`config.mk`:
```
export PLATFORM = sky130hd
export DESIGN_NAME = deser_mode_bist_regs
export DESIGN_NICKNAME = d
export VERILOG_FILES = /design/src/include/deser_mode_pkg.sv /design/src/rtl/deser_mode_bist_regs.sv
export SDC_FILE = /design/constraint.sdc
export NUM_CORES = 1
export LEC_CHECK = 0
export ABC_AREA = 1
export BUFFER_PORTS_ARGS = -buffer_cell sky130_fd_sc_hd__buf_2
export CORE_ASPECT_RATIO = 0.8
export CORE_MARGIN = 2
export CORE_UTILIZATION = 45
export CTS_CLUSTER_SIZE = 40
export DETAILED_ROUTE_END_ITERATION = 8
export PLACE_DENSITY = 0.77
export SYNTH_ARGS = -nofsm -noshare
export SYNTH_HDL_FRONTEND = slang
export SYNTH_SLANG_ARGS = --single-unit
```
`constraint.sdc`:
```
create_clock -name SYS_CLK -period 1.85 [get_ports SYS_CLK]
set_clock_uncertainty 0.15 [all_clocks]
set_input_delay 0.0925 -clock SYS_CLK [delete_from_list [all_inputs] [get_ports SYS_CLK]]
set_output_delay 0.0925 -clock SYS_CLK [all_outputs]
set_load 0.05 [all_outputs]
```
`src/include/deser_mode_pkg.sv`:
```
/*
 * Constants and carrier types for the deserializer mode and self-test
 * register slice. Assumes an 8-bit register address space.
 */
package deser_mode_pkg;

  localparam logic [7:0] DATAPATH_AUDIO_CONTROL_OFS  = 8'h22;
  localparam logic [7:0] RECEIVE_MODE_STATUS_OFS     = 8'h23;
  localparam logic [7:0] SELF_TEST_CONTROL_OFS       = 8'h24;
  localparam logic [7:0] SELF_TEST_ERROR_COUNTER_OFS = 8'h25;

  localparam logic [7:0] DATAPATH_AUDIO_CONTROL_RST  = 8'h00;
  localparam logic [7:0] RECEIVE_MODE_STATUS_RST     = 8'h20;
  localparam logic [7:0] SELF_TEST_CONTROL_RST       = 8'h08;

  // Datapath audio control fields
  localparam int AUD_4CH_BIT     = 0;
  localparam int AUD_INBAND_BIT  = 1;
  localparam int FWD_OVR_BIT     = 7;
  // Receive mode fields
  localparam int REPEATER_BIT    = 2;
  localparam int COAX_BIT        = 3;
  localparam int BC_FAST_BIT     = 4;
  localparam int AUTO_AUDIO_BIT  = 5;
  localparam int BC_RATE_SEL_BIT = 6;
  localparam int LINE_CSUM_BIT   = 7;
  // Self-test control fields
  localparam int ST_EN_BIT       = 0;
  localparam int ST_CLK_LSB      = 1;
  localparam int ST_PIN_CFG_BIT  = 3;
  localparam int OSC_RATE_LSB    = 4;

  // Strap bit positions on the mode strap decode
  localparam int STRAP_FAST_BIT  = 0;
  localparam int STRAP_COAX_BIT  = 1;
  localparam int STRAP_RPT_BIT   = 2;

  localparam logic [7:0] REMOTE_CLK_SRC_OFS = 8'h14;
  localparam int         BC_FAST_MBPS       = 20;

  typedef enum logic [1:0] {
    BC_DIV4 = 2'b00,
    BC_DIV2 = 2'b01,
    BC_FAST = 2'b10
  } bc_rate_e;

  typedef enum logic [1:0] {
    OSC_50MHZ = 2'b00,
    OSC_25MHZ = 2'b01,
    OSC_10MHZ = 2'b10,
    OSC_RSVD  = 2'b11
  } osc_rate_e;

  typedef enum logic [1:0] {
    ST_IDLE   = 2'b00,
    ST_PUSH   = 2'b01,
    ST_ACTIVE = 2'b10
  } self_test_e;

  typedef struct packed {
    logic       wr;
    logic [7:0] addr;
    logic [7:0] wdata;
  } reg_req_s;

  typedef struct packed {
    logic       load;
    logic       inband;
    logic       four_ch;
  } fwd_load_s;

  typedef struct packed {
    logic       req;
    logic [7:0] addr;
    logic [1:0] data;
  } remote_wr_s;

endpackage : deser_mode_pkg

```
`src/rtl/deser_mode_bist_regs.sv`:
```
/*
 * Audio, receive-mode and self-test register slice of a link deserializer.
 * Assumes a register port synchronous to SYS_CLK with one-cycle read
 * latency, and a mode strap that is stable at the first clock after RST_B rises.
 */
// Overview of operation
// - Transport bit: 1 in-band, 0 data-island audio
// - Bit 0 enables four-channel audio output
// - Remote reloads audio bits unless override set
// - Override bit blocks forward-channel reloads
// - Checksum enable checks each line, flags mismatches
// - Rate select: 0 divide by 4, 1 by 2
// - Fast bit overrides select, 20 Mbps rate
// - Fast, coax, repeater bits load from strap
// - Auto audio mode follows received aux codes
// - Cable bit: 0 twisted pair, 1 coax
// - Repeater bit read-only, shows strap
// - Oscillator clock field: 50, 25, 10 MHz
// - Self-test config from pin when bit set
// - Enabled self-test pushes clock source remotely
// - Self-test enable bit starts and stops test unless pin config bit set
`timescale 1ns/1ps
module deser_mode_bist_regs
  import deser_mode_pkg::*;
(
  input  wire logic       SYS_CLK,
  input  wire logic       RST_B,
  input  wire reg_req_s   REG_REQ,
  output logic [7:0]      RD_DATA,
  input  wire fwd_load_s  FWD_LOAD,
  input  wire logic [2:0] MODE_STRAP_PIN,
  input  wire logic       LINE_END,
  input  wire logic [7:0] LINE_SUM_CALC,
  input  wire logic [7:0] LINE_SUM_RX,
  output logic            CHECKSUM_FAIL,
  input  wire logic       AUX_VALID,
  input  wire logic [1:0] AUX_AUDIO_CODE,
  output logic [1:0]      AUDIO_IF_MODE,
  output logic            AUDIO_INBAND,
  output logic            AUDIO_4CH_EN,
  output bc_rate_e        BC_RATE,
  output logic            COAX_CABLE,
  output logic            REPEATER,
  input  wire logic       AUTO_CLOCK_EN,
  output osc_rate_e       OSC_RATE,
  output logic            OSC_RATE_VALID,
  input  wire logic       SELF_TEST_PIN,
  input  wire logic [2:0] SELF_TEST_PIN_CFG,
  input  wire logic [7:0] SELF_TEST_ERRORS,
  output logic            SELF_TEST_ACTIVE,
  output remote_wr_s      REMOTE_WR,
  input  wire logic       REMOTE_WR_ACK
);

  logic [7:0] datapath_audio_control;
  logic [7:0] receive_mode_status;
  logic [7:0] self_test_control;
  logic [7:0] self_test_error_counter;
  logic       strap_pending;
  self_test_e st_state;
  logic [2:0] st_cfg;
  logic       st_en;

  function automatic logic hit(input logic [7:0] ofs);
    hit = REG_REQ.wr && (REG_REQ.addr == ofs);
  endfunction : hit

  // Datapath audio control; local write wins over a same-cycle reload
  always_ff @(posedge SYS_CLK) begin
    if (!RST_B) begin
      datapath_audio_control <= DATAPATH_AUDIO_CONTROL_RST;
    end else if (hit(DATAPATH_AUDIO_CONTROL_OFS)) begin
      datapath_audio_control <= REG_REQ.wdata;
    end else if (FWD_LOAD.load &&
                 !datapath_audio_control[FWD_OVR_BIT]) begin
      datapath_audio_control[AUD_INBAND_BIT] <= FWD_LOAD.inband;
      datapath_audio_control[AUD_4CH_BIT]    <= FWD_LOAD.four_ch;
    end
  end

  // Strap caught on the first clock after release, not under reset
  always_ff @(posedge SYS_CLK) begin
    if (!RST_B) begin
      receive_mode_status <= RECEIVE_MODE_STATUS_RST;
      strap_pending       <= 1'b1;
    end else if (strap_pending) begin
      strap_pending <= 1'b0;
      receive_mode_status[BC_FAST_BIT]  <= MODE_STRAP_PIN[STRAP_FAST_BIT];
      receive_mode_status[COAX_BIT]     <= MODE_STRAP_PIN[STRAP_COAX_BIT];
      receive_mode_status[REPEATER_BIT] <= MODE_STRAP_PIN[STRAP_RPT_BIT];
    end else if (hit(RECEIVE_MODE_STATUS_OFS)) begin
      receive_mode_status[7:3] <= REG_REQ.wdata[7:3];
      receive_mode_status[1:0] <= REG_REQ.wdata[1:0];
    end
  end

  always_ff @(posedge SYS_CLK) begin
    if (!RST_B) begin
      self_test_control       <= SELF_TEST_CONTROL_RST;
      self_test_error_counter <= 8'h00;
    end else begin
      if (hit(SELF_TEST_CONTROL_OFS)) begin
        self_test_control <= REG_REQ.wdata;
      end
      self_test_error_counter <= SELF_TEST_ERRORS;
    end
  end

  // Unmapped addresses read as zero
  always_ff @(posedge SYS_CLK) begin
    if (!RST_B) begin
      RD_DATA <= 8'h00;
    end else if (REG_REQ.addr == DATAPATH_AUDIO_CONTROL_OFS) begin
      RD_DATA <= datapath_audio_control;
    end else if (REG_REQ.addr == RECEIVE_MODE_STATUS_OFS) begin
      RD_DATA <= receive_mode_status;
    end else if (REG_REQ.addr == SELF_TEST_CONTROL_OFS) begin
      RD_DATA <= self_test_control;
    end else if (REG_REQ.addr == SELF_TEST_ERROR_COUNTER_OFS) begin
      RD_DATA <= self_test_error_counter;
    end else begin
      RD_DATA <= 8'h00;
    end
  end

  // Audio and link configuration outputs
  always_ff @(posedge SYS_CLK) begin
    if (!RST_B) begin
      AUDIO_INBAND <= 1'b0;
      AUDIO_4CH_EN <= 1'b0;
      COAX_CABLE   <= 1'b0;
      REPEATER     <= 1'b0;
      BC_RATE      <= BC_DIV4;
    end else begin
      AUDIO_INBAND <= datapath_audio_control[AUD_INBAND_BIT];
      AUDIO_4CH_EN <= datapath_audio_control[AUD_4CH_BIT];
      COAX_CABLE   <= receive_mode_status[COAX_BIT];
      REPEATER     <= receive_mode_status[REPEATER_BIT];
      if (receive_mode_status[BC_FAST_BIT]) begin
        BC_RATE <= BC_FAST;
      end else if (receive_mode_status[BC_RATE_SEL_BIT]) begin
        BC_RATE <= BC_DIV2;
      end else begin
        BC_RATE <= BC_DIV4;
      end
    end
  end

  // Rate change hazard on the control channel is the controller's care
  // this slice only applies the new rate.

  always_ff @(posedge SYS_CLK) begin
    if (!RST_B) begin
      CHECKSUM_FAIL <= 1'b0;
    end else begin
      CHECKSUM_FAIL <= receive_mode_status[LINE_CSUM_BIT] && LINE_END &&
                       (LINE_SUM_CALC != LINE_SUM_RX);
    end
  end

  // Manual mode keeps the last detected audio mode
  always_ff @(posedge SYS_CLK) begin
    if (!RST_B) begin
      AUDIO_IF_MODE <= 2'b00;
    end else if (receive_mode_status[AUTO_AUDIO_BIT] && AUX_VALID) begin
      AUDIO_IF_MODE <= AUX_AUDIO_CODE;
    end
  end

  always_ff @(posedge SYS_CLK) begin
    if (!RST_B) begin
      OSC_RATE       <= OSC_50MHZ;
      OSC_RATE_VALID <= 1'b0;
    end else begin
      OSC_RATE <= osc_rate_e'(self_test_control[OSC_RATE_LSB +: 2]);
      OSC_RATE_VALID <= AUTO_CLOCK_EN &&
        (self_test_control[OSC_RATE_LSB +: 2] != OSC_RSVD);
    end
  end

  // Effective self-test configuration: pin or register
  always_comb begin
    if (self_test_control[ST_PIN_CFG_BIT]) begin
      st_cfg = SELF_TEST_PIN_CFG;
      st_en  = SELF_TEST_PIN;
    end else begin
      st_cfg = self_test_control[2:0];
      st_en  = self_test_control[ST_EN_BIT];
    end
  end

  // Clock source push holds until the remote write is acknowledged or the test enable drops
  always_ff @(posedge SYS_CLK) begin
    if (!RST_B) begin
      st_state         <= ST_IDLE;
      SELF_TEST_ACTIVE <= 1'b0;
      REMOTE_WR        <= '0;
    end else begin
      case (st_state)
        ST_IDLE: begin
          if (st_en) begin
            st_state       <= ST_PUSH;
            REMOTE_WR.req  <= 1'b1;
            REMOTE_WR.addr <= REMOTE_CLK_SRC_OFS;
            REMOTE_WR.data <= st_cfg[ST_CLK_LSB +: 2];
          end
        end
        ST_PUSH: begin
          if (!st_en) begin
            st_state      <= ST_IDLE;
            REMOTE_WR.req <= 1'b0;
          end else if (REMOTE_WR_ACK) begin
            st_state         <= ST_ACTIVE;
            REMOTE_WR.req    <= 1'b0;
            SELF_TEST_ACTIVE <= 1'b1;
          end
        end
        ST_ACTIVE: begin
          if (!st_en) begin
            st_state         <= ST_IDLE;
            SELF_TEST_ACTIVE <= 1'b0;
          end
        end
        default: begin
          st_state <= ST_IDLE;
        end
      endcase
    end
  end
endmodule : deser_mode_bist_regs

```
### Yosys cells after proc, flatten, opt, wreduce, memory -nomap -nowiden

Cells that the tools add are included.

| operators by class | value |
|---|---|
| reductions and logical operators | 20 |
| mux-type cells | 26 |
| bitwise gates (word level) | 2 |
| equality and inequality tests | 13 |

Operator list:

| operator | count |
|---|---|
| $eq 8x6->1 const B | 4 |
| $mux 8 | 4 |
| $mux 2 | 9 |
| $mux 11 | 1 |
| $ne 2x2->1 const B | 5 |
| $logic_and 1x1->1 | 8 |
| $mux 1 | 8 |
| $ne 8x8->1 | 1 |
| $reduce_bool 2->1 | 4 |
| $pmux 2 s3 | 1 |
| $reduce_and 3->1 | 2 |
| $pmux 1 s2 | 2 |
| $reduce_and 2->1 | 2 |
| $reduce_and 4->1 | 1 |
| $mux 3 | 1 |
| $ne 3x3->1 const B | 1 |
| $eq 2x1->1 const B | 1 |
| $eq 2x2->1 const B | 1 |
| $logic_not 2->1 | 1 |
| $not 1->1 | 2 |
| $reduce_or 2->1 | 1 |
| $logic_not 1->1 | 1 |

| word-level totals | value |
|---|---|
| logic and storage cells | 85 |
| flip-flop bits (word level) | 60 |
| input port bits | 59 |

### Logic depth before layout (Yosys ltp)

| logic depth | value |
|---|---|
| word-level depth | 5 |
| mapped depth | 9 |
| depth with buffers taken out | 9 |

### Least setup slack after synthesis

OpenSTA, ideal clock, no wires.

| path | value |
|---|---|
| path kind | register to register |
| start point | register self_test_control[3] |
| end point | register REMOTE_WR[0] (netlist bit) |
| slack | 0.564 ns |
| library setup time | 0.116 ns |
| buffers on the path | 0 |
| stages on the path, launching flop included | 8 |
| arrival time | 1.020 ns |
| cell sequence | dfxtp_1 -> nand2_1 -> o21ai_1 -> nand2_1 -> nor2_2 -> inv_1 -> nor2_1 -> nor2_1 |

| between the ends | value |
|---|---|
| longest elaborated chain between the ends | 2 |
| elaborated cells on any way between the ends | 3 |

Ends and longest elaborated chain:

| what | line | text |
|---|---|---|
| start, declared | deser_mode_bist_regs.sv:57 | `logic [7:0] self_test_control;` |
| start signal, assigned | deser_mode_bist_regs.sv:103 | `self_test_control <= REG_REQ.wdata;` |
| $mux 1 | deser_mode_bist_regs.sv:183 | `if (self_test_control[ST_PIN_CFG_BIT]) begin` |
| $reduce_and 2->1 (no source line) | n/a |  |
| end, declared | deser_mode_bist_regs.sv:51 | `output remote_wr_s REMOTE_WR,` |

Several ways; a longest one is shown, not always the timed one.
A chain may end at the register's enable or synchronous reset.

### Final worst setup path

| path | value |
|---|---|
| start point | register receive_mode_status[5] |
| end point | register AUDIO_IF_MODE[1] |

| between the ends | value |
|---|---|
| longest elaborated chain between the ends | 1 |

Ends and longest elaborated chain:

| what | line | text |
|---|---|---|
| start, declared | deser_mode_bist_regs.sv:56 | `logic [7:0] receive_mode_status;` |
| start signal, assigned by index | deser_mode_bist_regs.sv:88 | `receive_mode_status[BC_FAST_BIT] <= MODE_STRAP_PIN[STRAP_FAST_BIT];` |
| start signal, assigned by index | deser_mode_bist_regs.sv:89 | `receive_mode_status[COAX_BIT] <= MODE_STRAP_PIN[STRAP_COAX_BIT];` |
| start signal, assigned by index | deser_mode_bist_regs.sv:90 | `receive_mode_status[REPEATER_BIT] <= MODE_STRAP_PIN[STRAP_RPT_BIT];` |
| $logic_and 1x1->1 | deser_mode_bist_regs.sv:165 | `end else if (receive_mode_status[AUTO_AUDIO_BIT] && AUX_VALID) begin` |
| end signal, assigned | deser_mode_bist_regs.sv:164 | `AUDIO_IF_MODE <= 2'b00;` |
| end signal, assigned | deser_mode_bist_regs.sv:166 | `AUDIO_IF_MODE <= AUX_AUDIO_CODE;` |
| end, declared | deser_mode_bist_regs.sv:38 | `output logic [1:0] AUDIO_IF_MODE,` |

No other way between the ends.

==> run_results.csv <==
group,metric,value,unit
final_layout,mostFrequentLayoutCell,"nand2_1",
yosys,synth_compound_area_share,6.39,%
yosys,synth-simple-area-share,35.9,%
status,run_status,"finished clean",
yosys,synth_cell_types,30,
final_layout,syn2layout_area_growth,38.2,%
place,dp.cells,525,
place,post-place-ws,0.291,ns
grt,grtUsageTotal,21.0,%
sta,hold_ws,0.0722,ns
place,place_area,3100,um2
grt,grt_start_max_net_pins,42,
drt,drtIter0Drc,223,
setup_path,cp-start-kind,"register",
drt,wl,6460,um
drt,first_pass_iters,5,
sta,fin_ws,0.338,ns
yosys,synthAdderAreaFrac,0,%
pwr,peakVddDrop,530,uV
yosys,synth_top_area_share,45.1,%
sta,tns,0,ns
drt,ant_nets,0,
yosys,synthXorXnorAreaFrac,1.97,%
clock_network,tritoncts,"built",
pwr,power,3.10,mW
sta,final_hold_viol_count,0,
drt,drt_drc_violations_left,0,
yosys,synth_top_family_by_area,"simple AND/OR/NAND/NOR gates",
clock_network,cts-root-buf,"clkbuf_8",
drt,wl_per_cell,11.2,um
die,std_cell_rows,25,
setup_path,crit_path_end_kind,"register",
sta,max_freq,662,MHz
die,dieArea,6550,um2
die,core_area,5820,um2
clock_network,clock_path_buffers,2,
yosys,yosysSeqAreaShare,45.1,%
sta,setup_viol,0,
sta,min_period,1.51,ns
yosys,synth_largest_area_cell,"dfxtp_1",
yosys,synth.area.mux_share,0,%
place,port_buffers,83,
final_layout,fillerInstances,531,
clock_network,cts_max_level,3,
setup_path,worstPathArrival,1.60,ns
grt,grt_pass1_wl,10700,um
final_layout,drive_gt1_share,24.3,%
place,dp_hpwl,4400,um
yosys,synth.avg_cell_area,7.15,um2
setup_path,crit_type,"reg2reg",
sta,rsz0062_at_grt,"false",
sta,fin_crit_sh,81.7,%
setup_path,crit_fanout,3,
die,start_util,45.7,%
setup_path,crit_required,1.93,ns
pwr,p_leak,1.91,nW
die,pin_count,91,
pwr,power_density,842,nW/um2
die,die_x,90.0,um
clock_network,cts_num_sinks,60,
yosys,yosysWarnings,0,
grt,grt_antenna_before_repair,0,
grt,grt_pass1_vias,2395,
die,dieHeight,72.8,um
clock_network,clock_latency,0.34,ns
final_layout,layout_common_cells,"103 x nand2_1, 83 x buf_2, 60 x dfxtp_1",
final_layout,design_area,3680,um2
clock_network,clkTransAtPathRegs,0.07,ns
final_layout,multi_input_area,1200,um2
grt,grt_overflow,0,
sta,relSlewSlack,62.3,%
yosys,netlist_instances,372,
sta,tightest_slew,0.562,ns
sta,slew_violations,0,
final_layout,fin_util,63.2,%
final_layout,nets,548,
clock_network,cts_buffers,9,
final_layout,layoutNonFillerInstCount,575,
min_path,hp-class,"in2reg",
final_layout,final-seq-area,1200,um2
drt,viasPerCell,4.65,
yosys,synth_area_leaders,"dfxtp_1 45%, nand2_1 15%, nor2_1 7.9%",
place,place.gp.congestion,0.818,
run,maxCapViolations,0,
yosys,syn-cell-area,2660,um2
yosys,ys_ff_latch,60,
drt,route.vias.total,2674,
final_layout,diodes,0,
==> flip-flops by register name, indices dropped and copies added (netlist names), 2 cells and up <==
| register | cells |
|---|---|
| receive_mode_status | 8 |
| OSC_RATE | 2 |
| st_state | 2 |
| self_test_control | 8 |
| RD_DATA | 8 |
| BC_RATE | 2 |
| self_test_error_counter | 8 |
| AUDIO_IF_MODE | 2 |
| REMOTE_WR | 4 |
| datapath_audio_control | 8 |
==> Yosys cell counts <==
cell,number
or2_2,1
buf_2,4
nand3_2,1
nand3_1,22
buf_4,10
nand2_2,2
nor2_2,2
inv_1,36
nor2_1,56
xor2_1,2
dfxtp_1,60
o21ai_0,16
nand4_1,11
clkinv_1,1
xnor2_1,4
nand3_4,1
nor3_2,2
inv_2,4
nor2_4,2
clkbuf_1,3
a21oi_1,16
nand3b_1,2
o21ai_1,2
buf_6,1
nor3b_2,1
nand2_1,103
buf_1,2
nor3_1,2
conb_1,1
nor2_8,2
==> critical path: stages, from the launching register on <==
cell and delay [ns]:
dfxtp_1 0.40, nand2_1 0.10, o21ai_0 0.15, dlygate4sd3_1 0.57
nor2_1 0.04
==> power breakdown <==
| part | internal [mW] | switching, mW | total, mW |
|---|---|---|---|
| logic | 0.153 | 0.239 | 0.393 |
| registers | 1.33 | 0.0199 | 1.35 |
| clock network | 0.869 | 0.484 | 1.35 |
==> path summary, 6_finish.rpt <==
check                                         to  slack [ns]  cells after the start                      start
worst max-delay path            AUDIO_IF_MODE[1]        0.34                      4     receive_mode_status[5]
worst min-delay path                 st_state[0]        0.07                      5              SELF_TEST_PIN
worst max register to register  AUDIO_IF_MODE[1]        0.34                      4     receive_mode_status[5]
worst min register to register      AUDIO_4CH_EN        0.29                      2  datapath_audio_control[0]
==> routing by layer <==
metal	routed length, um	share of wire, %	global-route usage [%]
met1	2810	43	25.0
met4	165	2.6	10.8
met2	2950	46	35.0
met5	0	0	0
met3	543	8.4	6.30
==> cells by family (layout without fill, tap and decap cells) <==
group	after synthesis	count (layout)
simple gates	210	210
buf+inv	61	178
flops	60	60
compound gates	34	34
xor+xnor	6	6
other cells	1	6
==> repair_timing <==
action | in CTS | in global routing
endpoints found under the hold margin | 41 | 0
setup buffers | 0 | 0
resized for setup | 0 | 0
hold buffers | 34 | 0
setup endpoints to repair | 0 | 0
==> area by class of cell <==
type,count,share of cell area (%)
Tap cell,81,2.76
Sequential cell,60,32.7
Clock buffer,13,4.59
Inverter,41,4.18
Multi-Input combinational cell,256,32.6
Timing Repair Buffer,121,21.4
Clock inverter,3,1.84
Note: power is estimated with default switching activity, not from simulation.
